**src/i2c_flag_pkg.sv**
```systemverilog
package i2c_flag_pkg;

  // ----------------------------------------------------------------
  // register byte offsets
  // ----------------------------------------------------------------
  localparam logic [7:0] OFS_STATUS   = 8'h00;
  localparam logic [7:0] OFS_MASK     = 8'h04;
  localparam logic [7:0] OFS_INT_VEC  = 8'h08;
  localparam logic [7:0] OFS_TX_DATA  = 8'h0c;
  localparam logic [7:0] OFS_RX_DATA  = 8'h10;
  localparam logic [7:0] OFS_MODE     = 8'h14;

  // ----------------------------------------------------------------
  // status and mask field positions
  // ----------------------------------------------------------------
  localparam int BIT_GCALL    = 8;
  localparam int BIT_STOP     = 5;
  localparam int BIT_TX_RDY   = 4;
  localparam int BIT_RX_RDY   = 3;
  localparam int BIT_REGS_RDY = 2;
  localparam logic [31:0] STATUS_USED = 32'h0000013c;

  // ----------------------------------------------------------------
  // mode register fields and reset values
  // ----------------------------------------------------------------
  localparam int BIT_RUN    = 0;
  localparam int BIT_MASTER = 1;
  localparam logic [1:0]  MODE_RST   = 2'h0;
  localparam logic [31:0] MASK_RST   = 32'h00000000;
  localparam logic [7:0]  DATA_RST   = 8'h00;

  // ----------------------------------------------------------------
  // interrupt codes
  // ----------------------------------------------------------------
  localparam logic [2:0] CODE_NONE = 3'h0;
  localparam logic [2:0] CODE_REGS = 3'h3;
  localparam logic [2:0] CODE_RX   = 3'h4;
  localparam logic [2:0] CODE_TX   = 3'h5;
  localparam logic [2:0] CODE_STOP = 3'h6;

  localparam int SYNC_W = 2;

  typedef struct packed {
    logic gcall;
    logic tx_load;
    logic rx_load;
    logic regs_done;
    logic regs_start;
  } engine_evt_t;

  typedef struct packed {
    logic        gcall;
    logic        stop;
    logic        tx_rdy;
    logic        rx_rdy;
    logic        regs_rdy;
  } flags_t;

endpackage

```
**src/pin_sync.sv**
```systemverilog
`timescale 1ns/100ps
module pin_sync #(
  parameter int W = 2
) (
  input  wire logic         clk_i,
  input  wire logic         reset_n_i,
  input  wire logic [W-1:0] async_i,
  output logic      [W-1:0] sync_o
);
  logic [W-1:0] stage1_reg;
  logic [W-1:0] stage2_reg;

  // idle bus level is high on both lines
  genvar g;
  generate
    for (g = 0; g < W; g++) begin : g_bit
      always_ff @(posedge clk_i or negedge reset_n_i) begin
        if (!reset_n_i) begin
          stage1_reg[g] <= 1'b1;
          stage2_reg[g] <= 1'b1;
        end else begin
          stage1_reg[g] <= async_i[g];
          stage2_reg[g] <= stage1_reg[g];
        end
      end
    end
  endgenerate

  assign sync_o = stage2_reg;
endmodule // pin_sync

```
**src/i2c_status_flags.sv**
```systemverilog
`timescale 1ns/100ps
// Summary of operation
// - general call flag, bit 8, sets on an all-zero received address
// - general call flag clears on any start or stop on the bus
// - status bits 7-6 read zero and ignore writes
// - stop seen flag, bit 5, sets on any stop, from anyone
// - stop seen flag clears when interrupt vector read returns code 110b
// - writing one clears stop seen flag; zero leaves it
// - tx ready flag, bit 4, sets when tx data moves to shifter
// - tx ready flag clears when software writes tx data register
// - writing one clears tx ready flag
// - tx ready flag is forced to one while controller is in reset
// - rx ready flag, bit 3, sets when word lands in rx data register
// - rx ready clears on rx data read, processor reset, run bit zero
// - writing one clears rx ready flag
// - regs ready flag sets, master mode only, when registers consumed
// - regs ready flag clears when controller starts using registers
// - tx, rx, regs ready flags pollable and drive interrupt requests
// - writing one clears regs ready flag
module i2c_status_flags
  import i2c_flag_pkg::*;
(
  // clock and reset
  input  wire logic        CLK_SYS_I,
  input  wire logic        RESET_N_I,
  // apb slave
  input  wire logic        PSEL_I,
  input  wire logic        PENABLE_I,
  input  wire logic        PWRITE_I,
  input  wire logic [7:0]  PADDR_I,
  input  wire logic [31:0] PWDATA_I,
  output logic      [31:0] PRDATA_O,
  output logic             PREADY_O,
  output logic             PSLVERR_O,
  // bus pins, sampled only
  input  wire logic        SCL_I,
  input  wire logic        SDA_I,
  // serial engine
  input  wire engine_evt_t ENGINE_EVT_I,
  input  wire logic [7:0]  RX_WORD_I,
  output logic      [7:0]  TX_DATA_O,
  output logic             MODULE_RUN_O,
  output logic             MASTER_MODE_O,
  // interrupt requests
  output logic             TX_READY_IRQ_O,
  output logic             RX_READY_IRQ_O,
  output logic             REGS_READY_IRQ_O,
  output logic             INT_O
);

  // ----------------------------------------------------------------
  // pin synchronisers and start/stop detection
  // ----------------------------------------------------------------
  logic [1:0] pins_s;
  logic       sda_prev_reg;
  logic       sda_prev_next;
  logic       start_det;
  logic       stop_det;

  pin_sync #(.W(SYNC_W)) u_pin_sync (
    .clk_i     (CLK_SYS_I),
    .reset_n_i (RESET_N_I),
    .async_i   ({SCL_I, SDA_I}),
    .sync_o    (pins_s)
  );

  // data changing while the clock line is high marks start or stop
  always_comb begin
    sda_prev_next = pins_s[0];
    start_det     = pins_s[1] & sda_prev_reg & ~pins_s[0];
    stop_det      = pins_s[1] & ~sda_prev_reg & pins_s[0];
  end

  always_ff @(posedge CLK_SYS_I or negedge RESET_N_I) begin
    if (!RESET_N_I) begin
      sda_prev_reg <= 1'b1;
    end else begin
      sda_prev_reg <= sda_prev_next;
    end
  end

  // ----------------------------------------------------------------
  // apb handshake
  // ----------------------------------------------------------------
  // one wait state lets read data come from a flop
  logic        pready_reg;
  logic        pready_next;
  logic [31:0] prdata_reg;
  logic [31:0] prdata_next;
  logic        pslverr_reg;
  logic        pslverr_next;
  logic        acc_done;
  logic        wr_done;
  logic        rd_done;
  flags_t      flags_reg;
  flags_t      flags_next;
  logic [31:0] mask_reg;
  logic [31:0] mask_next;
  logic [1:0]  mode_reg;
  logic [1:0]  mode_next;
  logic [7:0]  tx_data_reg;
  logic [7:0]  tx_data_next;
  logic [7:0]  rx_data_reg;
  logic [7:0]  rx_data_next;
  logic [2:0]  int_code;
  logic [31:0] status_word;

  function automatic logic addr_known(input logic [7:0] a);
    addr_known = (a == OFS_STATUS) || (a == OFS_MASK) ||
                 (a == OFS_INT_VEC) || (a == OFS_TX_DATA) ||
                 (a == OFS_RX_DATA) || (a == OFS_MODE);
  endfunction

  function automatic logic [31:0] pack_flags(input flags_t f);
    pack_flags = 32'h0;
    pack_flags[BIT_GCALL]    = f.gcall;
    pack_flags[BIT_STOP]     = f.stop;
    pack_flags[BIT_TX_RDY]   = f.tx_rdy;
    pack_flags[BIT_RX_RDY]   = f.rx_rdy;
    pack_flags[BIT_REGS_RDY] = f.regs_rdy;
  endfunction

  always_comb begin
    acc_done     = PSEL_I & PENABLE_I & pready_reg;
    wr_done      = acc_done & PWRITE_I & addr_known(PADDR_I);
    rd_done      = acc_done & ~PWRITE_I;
    pready_next  = PSEL_I & PENABLE_I & ~pready_reg;
    pslverr_next = pready_next & ~addr_known(PADDR_I);
    prdata_next  = prdata_reg;
    if (pready_next && !PWRITE_I) begin
      case (PADDR_I)
        OFS_STATUS:  prdata_next = status_word;
        OFS_MASK:    prdata_next = mask_reg & STATUS_USED;
        OFS_INT_VEC: prdata_next = {29'h0, int_code};
        OFS_TX_DATA: prdata_next = {24'h0, tx_data_reg};
        OFS_RX_DATA: prdata_next = {24'h0, rx_data_reg};
        OFS_MODE:    prdata_next = {30'h0, mode_reg};
        default:     prdata_next = 32'h0;
      endcase
    end
  end

  always_ff @(posedge CLK_SYS_I or negedge RESET_N_I) begin
    if (!RESET_N_I) begin
      pready_reg  <= 1'b0;
      prdata_reg  <= 32'h0;
      pslverr_reg <= 1'b0;
    end else begin
      pready_reg  <= pready_next;
      prdata_reg  <= prdata_next;
      pslverr_reg <= pslverr_next;
    end
  end

  // ----------------------------------------------------------------
  // interrupt code
  // ----------------------------------------------------------------
  // fixed priority among enabled pending flags except general call, stop highest
  always_comb begin
    status_word = pack_flags(flags_reg);
    int_code    = CODE_NONE;
    if (flags_reg.regs_rdy && mask_reg[BIT_REGS_RDY]) int_code = CODE_REGS;
    if (flags_reg.rx_rdy && mask_reg[BIT_RX_RDY])     int_code = CODE_RX;
    if (flags_reg.tx_rdy && mask_reg[BIT_TX_RDY])     int_code = CODE_TX;
    if (flags_reg.stop && mask_reg[BIT_STOP])         int_code = CODE_STOP;
  end

  // ----------------------------------------------------------------
  // configuration and data registers
  // ----------------------------------------------------------------
  logic w1c_stop;
  logic w1c_tx;
  logic w1c_rx;
  logic w1c_regs;
  logic tx_wr;
  logic rx_rd;
  logic vec_stop_rd;
  logic run;

  always_comb begin
    mask_next    = mask_reg;
    mode_next    = mode_reg;
    tx_data_next = tx_data_reg;
    rx_data_next = rx_data_reg;
    if (wr_done && PADDR_I == OFS_MASK)    mask_next = PWDATA_I & STATUS_USED;
    if (wr_done && PADDR_I == OFS_MODE)    mode_next = PWDATA_I[1:0];
    if (wr_done && PADDR_I == OFS_TX_DATA) tx_data_next = PWDATA_I[7:0];
    if (ENGINE_EVT_I.rx_load)              rx_data_next = RX_WORD_I;
  end

  always_ff @(posedge CLK_SYS_I or negedge RESET_N_I) begin
    if (!RESET_N_I) begin
      mask_reg    <= MASK_RST;
      mode_reg    <= MODE_RST;
      tx_data_reg <= DATA_RST;
      rx_data_reg <= DATA_RST;
    end else begin
      mask_reg    <= mask_next;
      mode_reg    <= mode_next;
      tx_data_reg <= tx_data_next;
      rx_data_reg <= rx_data_next;
    end
  end

  // ----------------------------------------------------------------
  // status flags
  // ----------------------------------------------------------------
  always_comb begin
    run         = mode_reg[BIT_RUN];
    w1c_stop    = wr_done && PADDR_I == OFS_STATUS && PWDATA_I[BIT_STOP];
    w1c_tx      = wr_done && PADDR_I == OFS_STATUS && PWDATA_I[BIT_TX_RDY];
    w1c_rx      = wr_done && PADDR_I == OFS_STATUS && PWDATA_I[BIT_RX_RDY];
    w1c_regs    = wr_done && PADDR_I == OFS_STATUS &&
                  PWDATA_I[BIT_REGS_RDY];
    tx_wr       = wr_done && PADDR_I == OFS_TX_DATA;
    rx_rd       = rd_done && PADDR_I == OFS_RX_DATA;
    vec_stop_rd = rd_done && PADDR_I == OFS_INT_VEC &&
                  prdata_reg[2:0] == CODE_STOP;
    // set term is or-ed last so a same-cycle event is kept, except rx ready, where run zero gates the set term too
    flags_next.gcall = ENGINE_EVT_I.gcall |
                       (flags_reg.gcall & ~start_det & ~stop_det);
    flags_next.stop  = stop_det |
                       (flags_reg.stop & ~vec_stop_rd &
                        ~w1c_stop);
    flags_next.tx_rdy = ~run | ENGINE_EVT_I.tx_load |
                        (flags_reg.tx_rdy & ~tx_wr &
                         ~w1c_tx);
    flags_next.rx_rdy = run & (ENGINE_EVT_I.rx_load |
                        (flags_reg.rx_rdy & ~rx_rd &
                         ~w1c_rx));
    flags_next.regs_rdy = (ENGINE_EVT_I.regs_done &
                           mode_reg[BIT_MASTER]) |
                          (flags_reg.regs_rdy &
                           ~ENGINE_EVT_I.regs_start &
                           ~w1c_regs);
  end

  // tx ready reads one from reset because the controller starts held
  always_ff @(posedge CLK_SYS_I or negedge RESET_N_I) begin
    if (!RESET_N_I) begin
      flags_reg <= '{gcall: 1'b0, stop: 1'b0, tx_rdy: 1'b1,
                     rx_rdy: 1'b0, regs_rdy: 1'b0};
    end else begin
      flags_reg <= flags_next;
    end
  end

  // ----------------------------------------------------------------
  // outputs
  // ----------------------------------------------------------------
  logic [31:0] status_next;
  logic        int_reg;
  logic        int_next;
  logic [2:0]  irq_reg;
  logic [2:0]  irq_next;

  always_comb begin
    status_next = pack_flags(flags_next);
    int_next    = |(status_next & mask_next);
    irq_next    = {status_next[BIT_TX_RDY] & mask_next[BIT_TX_RDY],
                   status_next[BIT_RX_RDY] & mask_next[BIT_RX_RDY],
                   status_next[BIT_REGS_RDY] & mask_next[BIT_REGS_RDY]};
  end

  always_ff @(posedge CLK_SYS_I or negedge RESET_N_I) begin
    if (!RESET_N_I) begin
      int_reg <= 1'b0;
      irq_reg <= 3'h0;
    end else begin
      int_reg <= int_next;
      irq_reg <= irq_next;
    end
  end

  assign PRDATA_O         = prdata_reg;
  assign PREADY_O         = pready_reg;
  assign PSLVERR_O        = pslverr_reg;
  assign TX_DATA_O        = tx_data_reg;
  assign MODULE_RUN_O     = mode_reg[BIT_RUN];
  assign MASTER_MODE_O    = mode_reg[BIT_MASTER];
  assign TX_READY_IRQ_O   = irq_reg[2];
  assign RX_READY_IRQ_O   = irq_reg[1];
  assign REGS_READY_IRQ_O = irq_reg[0];
  assign INT_O            = int_reg;
endmodule // i2c_status_flags

```
**config.mk**
```make
export PLATFORM = sky130hd
export DESIGN_NAME = i2c_status_flags
export DESIGN_NICKNAME = d
export VERILOG_FILES = /design/src/i2c_flag_pkg.sv /design/src/pin_sync.sv /design/src/i2c_status_flags.sv
export SDC_FILE = /design/constraint.sdc
export NUM_CORES = 1
export LEC_CHECK = 0
export BUFFER_PORTS_ARGS = -buffer_cell sky130_fd_sc_hd__clkbuf_2
export CORE_MARGIN = 2
export CORE_UTILIZATION = 48
export CTS_BUF_LIST = sky130_fd_sc_hd__clkbuf_4
export DETAILED_ROUTE_END_ITERATION = 6
export GPL_ROUTABILITY_DRIVEN = 1
export GPL_TIMING_DRIVEN = 1
export HOLD_SLACK_MARGIN = 0.03
export PLACE_DENSITY_LB_ADDON = 0.12
export SYNTH_ARGS = -nofsm -noshare
export SYNTH_HDL_FRONTEND = slang
export SYNTH_SLANG_ARGS = --single-unit
```
**constraint.sdc**
```tcl
create_clock -name CLK_SYS_I -period 3 [get_ports CLK_SYS_I]
set_clock_uncertainty 0.2 [all_clocks]
set_input_delay 0.6 -clock CLK_SYS_I [delete_from_list [all_inputs] [get_ports CLK_SYS_I]]
set_output_delay 0.6 -clock CLK_SYS_I [all_outputs]
set_load 0.05 [all_outputs]
```
Word-level counts from Yosys, hierarchy flattened
Cells that the tools add are included.
{ "totals": {"ff_bits": 98, "in_bits": 60, "out_inout_bits": 48, "elab_cells": 104} }
{ "classes": {"eq_ne": 6, "n_mux": 6, "bitwise": 49, "n_reduce_logical": 24} }
{ "ops": {"columns": ["operator", "n"], "rows": [
  ["$pmux W9 S6", 1],
  ["$and A9 B32 Y32", 1],
  ["$mux W32", 1],
  ["$reduce_or A32 Y1", 1],
  ["$and A1 B1 Y1", 26],
  ["$eq A8 B4 Y1 const B", 2],
  ["$eq A8 B5 Y1 const B", 2],
  ["$logic_and A1 B1 Y1", 16],
  ["$not A1 Y1", 16],
  ["$mux W3", 3],
  ["$eq A8 B3 Y1 const B", 1],
  ["$logic_not A8 Y1", 1],
  ["$or A1 B1 Y1", 6],
  ["$logic_or A1 B1 Y1", 5],
  ["$eq A3 B3 Y1 const B", 1],
  ["$mux W2", 1],
  ["$logic_not A1 Y1", 1]
]} }

Longest topological paths before layout
{ "depth": {"word_depth": 15, "ltp_mapped": 7, "ltp_nobuf": 5} }

Hierarchy
A second synthesis with hierarchy kept.
{ "hier_totals": {"hier_cells": 219, "hier_area_um2": 2469.9} }
{ "modules_own_cells": {"columns": ["module", "n_inst", "cells_each", "area_each_um2", "seq_area_each_um2"], "rows": [
  ["i2c_status_flags", 1, 215, 2364.8, 1103.6],
  ["pin_sync", 1, 4, 105.1, 105.1]
]} }

Worst setup path before layout
OpenSTA, ideal clock, no wires.
{ "synth_timing": {"path_kind": "register -> register", "from": "register pready_reg (netlist: PREADY_O)", "to": "register int_reg (netlist: INT_O)", "setup_ns": 0.143, "arrival_time_ns": 2.242, "t_required_ns": 2.657, "setup_slack_ns": 0.415, "path_stages_with_launch": 7, "n_path_buf": 1, "synth_period_minus_slack_ns": 2.585, "path_cell_list": "dfrtp_1 nand4_1 nor4bb_1 clkbuf_1 mux2_2 a32oi_1 o2111ai_1"} }
{ "synth_via": {"word_cells_on_any_way": 36, "cone_classes": "1 x mux; 24 x bitwise; 11 x reduce/logical"} }
{ "synth_rtl": {"columns": ["item", "line", "rtl"], "rows": [
  ["from (decl)", "i2c_status_flags.sv:86", "logic pready_reg;"],
  ["from (signal assigned)", "i2c_status_flags.sv:149", "pready_reg <= pready_next;"],
  ["$and A1 B1 Y1", "i2c_status_flags.sv:124", "acc_done = PSEL_I & PENABLE_I & pready_reg;"],
  ["$and A1 B1 Y1 (2 in series)", "i2c_status_flags.sv:125", "wr_done = acc_done & PWRITE_I & addr_known(PADDR_I);"],
  ["$logic_and A1 B1 Y1", "i2c_status_flags.sv:185", "if (wr_done && PADDR_I == OFS_MASK) mask_next = PWDATA_I & STATUS_USED;"],
  ["$mux W32", "i2c_status_flags.sv:185", null],
  ["net mask_next[3]", "i2c_status_flags.sv:98", "logic [31:0] mask_next;"],
  ["$and A9 B32 Y32", "i2c_status_flags.sv:259", "int_next = |(status_next & mask_next);"],
  ["$reduce_or A32 Y1", "i2c_status_flags.sv:259", null],
  ["net int_next", "i2c_status_flags.sv:253", "logic int_next;"],
  ["to (signal assigned)", "i2c_status_flags.sv:270", "int_reg <= int_next;"],
  ["to (decl)", "i2c_status_flags.sv:252", "logic int_reg;"]
]} }
The timed path passes the listed nets, and every way through them passes these cells.
A chain may end at the register's enable or synchronous reset.

Final worst setup path
{ "layout_timing": {"from": "input port PADDR_I[7]", "to": "register int_reg (netlist: INT_O)"} }
{ "layout_via": {"elab_chain_len": 15, "word_cells_on_any_way": 44, "cone_classes": "5 x eq/ne; 1 x mux; 21 x bitwise; 17 x reduce/logical"} }
{ "layout_lines": {"columns": ["item", "line", "rtl"], "rows": [
  ["from (decl)", "i2c_status_flags.sv:30", "input wire logic [7:0] PADDR_I,"],
  ["$eq A8 B3 Y1 or $logic_not A8 Y1 (tied branches)", null, null],
  ["$logic_or A1 B1 Y1 (2 in series)", "i2c_status_flags.sv:109", "addr_known = (a == OFS_STATUS) || (a == OFS_MASK) ||"],
  ["$logic_or A1 B1 Y1 (2 in series)", "i2c_status_flags.sv:110", "(a == OFS_INT_VEC) || (a == OFS_TX_DATA) ||"],
  ["$logic_or A1 B1 Y1", "i2c_status_flags.sv:111", "(a == OFS_RX_DATA) || (a == OFS_MODE);"],
  ["$and A1 B1 Y1", "i2c_status_flags.sv:125", null],
  ["$logic_and A1 B1 Y1", null, null],
  ["$logic_and A1 B1 Y1", "i2c_status_flags.sv:212", "w1c_rx = wr_done && PADDR_I == OFS_STATUS && PWDATA_I[BIT_RX_RDY];"],
  ["$not A1 Y1", "i2c_status_flags.sv:230", "~w1c_rx));"],
  ["$and A1 B1 Y1", "i2c_status_flags.sv:229", "(flags_reg.rx_rdy & ~rx_rd &"],
  ["$or A1 B1 Y1", "i2c_status_flags.sv:228", "flags_next.rx_rdy = run & (ENGINE_EVT_I.rx_load |"],
  ["$and A1 B1 Y1", "i2c_status_flags.sv:228", null],
  ["$and A9 B32 Y32 (*)", "i2c_status_flags.sv:259", null],
  ["$reduce_or A32 Y1 (*)", "i2c_status_flags.sv:259", null],
  ["net int_next", "i2c_status_flags.sv:253", null]
]} }
Mark *: on every way through the listed nets, which the timed path passes. The rest lies on a longest branch.

==> summary.md <==
| Metric | Value |
|---|---|
| Detailed-route wire length per cell | `around 15 µm` |
| Synth top area share | `0.441` |
| Most common cell after layout, fill and taps aside | `clkbuf_2` |
| Largest net degree at the start of global routing | `49` |
| Pre-antenna DRT Iters | `4` |
| Core ar. | `4750 µm²` |
| Nets | `about 340` |
| Sequential share of the synthesized area | `0.508` |
| Initial antenna violation count | `0` |
| Num CTS Buffers | `5` |
| Leakage power | `between 1 and 1.5 nW` |
| Crit start category | `input pin` |
| Slew headroom | `0.640` |
| #FFs+latches synth | `between 40 and 50` |
| ANT cells | `0` |
| Hold/Removal Path Class | `input pin to flip-flop` |
| Status | `finished clean` |
| Setup TNS | `0 ns` |
| First-pass GRT wire length | `between 8000 and 9000 µm` |
| Cell taking the most area after synthesis | `dfrtp_1` |
| Via density | `roughly 5.3` |
| Top cells by area, synth | `dfrtp_1 (44%), mux2_2 (10%), buf_4 (7.3%), dfstp_2 (6.6%), o21ai_0 (2.7%)` |
| Clock sinks | `48` |
| Netlist cell types | `45` |
| Total Wirelength | `just over 5000 µm` |
| Top FF cell, synth | `dfrtp_1` |
| Worst Tran Pin Value | `between 0.5 and 0.6 ns` |
| Most frequent cells in the layout | `clkbuf_2 (61), dfrtp_1 (42), conb_1 (23), mux2_2 (22), o21ai_0 (13)` |
| Iteration-0 DRC count of the detailed router | `75` |
| EDFF count, synth | `0` |
| Worst vdd ir | `between 0.0002 and 0.0003 V` |
| Max Freq | `428 MHz` |
| Die Wd | `roughly 74 µm` |
| Final setup fails | `0` |
| Placed Area | `2700 µm²` |
| Worst skew pair latency | `approximately 0.35 ns` |
| Max reg flops | `9` |
| Input/output buffers | `around 60` |
| TritonCTS clock tree | `yes` |
| Crit-path slowest cell | `or4_4` |
| Dpl hpwl | `around 4000 µm` |
| RSZ-0062 raised after global routing | `no` |
| Area of the mapped netlist | `2380 µm²` |
| IO Pins | `approximately 110` |
| Layout cells sized above 1 | `0.389` |
| Clk slew on worst S/H paths | `roughly 0.13 ns` |
| Routed Antenna Nets | `0` |
| Setup bufs post-CTS | `0` |
| Post-synth ARST share | `1.00` |
| Fin area | `roughly 2800 µm²` |
| Global-route congestion overflow total | `0` |
| Power per cell area | `around 430 nW/µm²` |
| Via count | `between 1500 and 2000` |
| Crit path time final | `~2.3 ns` |
| CTS Root Cell | `clkbuf_4` |
| Syn. warnings | `0` |
| Largest fanout on the critical path | `7` |
| Crit-path cells | `clkbuf_2 > or4_4 > nor2_1 > nand4_1 > a32oi_1 > o2111ai_1` |
| Mapped Cells | `213` |
| Hold Vio Cnt, Final | `0` |
| Total number of H-tree levels | `2` |
| Max cap viols | `0` |
| Part of the cycle the worst path needs | `0.779` |
| Total GRT Usage | `0.194` |
| Initial Utilization | `0.501` |
| Mean Syn Cell Area | `11.2 µm²` |
| CTS Hold Buffers Added | `1` |
| DRC violations left | `0` |
| Finished Core Util | `0.582` |
| Row cnt | `25` |
| CTS Buffer Depth | `2` |
| Die area | `roughly 5500 µm²` |
| WP data arrival | `between 2 and 2.5 ns` |
| Resize count post-CTS | `0` |
| Gpl congestion | `0.833` |
| Nature of the critical path endpoint | `flip-flop` |
| WP data required | `around 3.0 ns` |
| CP Class | `input pin to flip-flop` |
| Die height | `roughly 74 µm` |
| Layout area overhead | `16.2%` |
| Final Max Tran Viols | `0` |
| Vias in the first global route | `about 1700` |
| Max stage delay on crit path | `around 0.55 ns` |
## area by class of cell
type                       instances  area, µm²
multi-input combinational        151       1030
inverter                           5       18.8
sequential                        48       1210
tap                               67       83.8
fill                             432       1990
clock inverter                     1       3.75
timing repair buffer              68        373
clock buffer                       7       52.6
## cell usage after synthesis, types with 2 or more instances
cell and n:
a21oi_1 3, a221oi_1 4, a22oi_1 5, a31oi_1 3
a32oi_1 2, and2_1 4, buf_4 23, clkbuf_1 7
dfrtp_1 42, dfstp_2 6, inv_1 5, mux2_2 22
mux2i_1 5, nand2_1 12, nand2b_1 3, nand3_1 5
nand4_1 4, nor2_1 6, nor2b_1 5, nor3_1 4
nor4bb_1 2, o21ai_0 13, o41ai_1 3, or2_2 3
or3_1 2
## power by group
part	leakage, nW	switching, mW	total [mW]	internal (mW)
sequential	0.619	0.0133	0.684	0.670
combinational	0.722	0.138	0.189	0.0504
clock	0.0338	0.196	0.305	0.109
## layer usage
metal	vias up	part of all wire	GRT usage
met5	-	0	0
met4	0	0.0072	0.0476
met3	7	0.073	0.0312
met2	78	0.46	0.296
met1	880	0.46	0.292
li1	858	-	-
## stage by stage
step / setup slack (ns) / hold slack [ns] / std cells / power, mW
6_report: 0.663 / 0.126 / 347 / 1.18
4_1_cts: 0.680 / 0.114 / 347 / 1.18
5_1_grt: 0.586 / 0.101 / 347 / 1.23
2_1_floorplan: 0.415 / 0.104 / 235 / 0.845
3_5_place_dp: 0.319 / 0.148 / 338 / 0.884
3_3_place_gp: 0.329 / 0.146 / 338 / 0.882
## critical path, delay by kind of cell
kind                   cells  cell delay [ns]
AO/OA/AOI/OAI              2             0.42
buffers and inverters      1             0.09
AND/OR/NAND/NOR            3             1.24
## cells by family after synthesis
| logic type | count (synthesis) | share of synthesized area |
|---|---|---|
| AOI/OAI and AO/OA | 39 | 0.111 |
| buffers and inverters | 36 | 0.0962 |
| DFF | 48 | 0.508 |
| muxes | 28 | 0.130 |
| other | 1 | 0.00157 |
| and+or+nand+nor | 61 | 0.153 |
## worst paths after layout
path | endpoint | from | slack [ns] | cells after the start
max | INT_O | PADDR_I[7] | 0.66 | 6
min | u_pin_sync.stage1_reg[1] | SCL_I | 0.13 | 1
max reg2reg | INT_O | PREADY_O | 0.83 | 6
min reg2reg | u_pin_sync.sync_o[0] | u_pin_sync.stage1_reg[0] | 0.16 | 0
max in group asynchronous | u_pin_sync.sync_o[1] | RESET_N_I | 1.76 | 3
min in group asynchronous | irq_reg[0] | RESET_N_I | 0.55 | 3
Note: power is estimated with default switching activity, not from simulation.
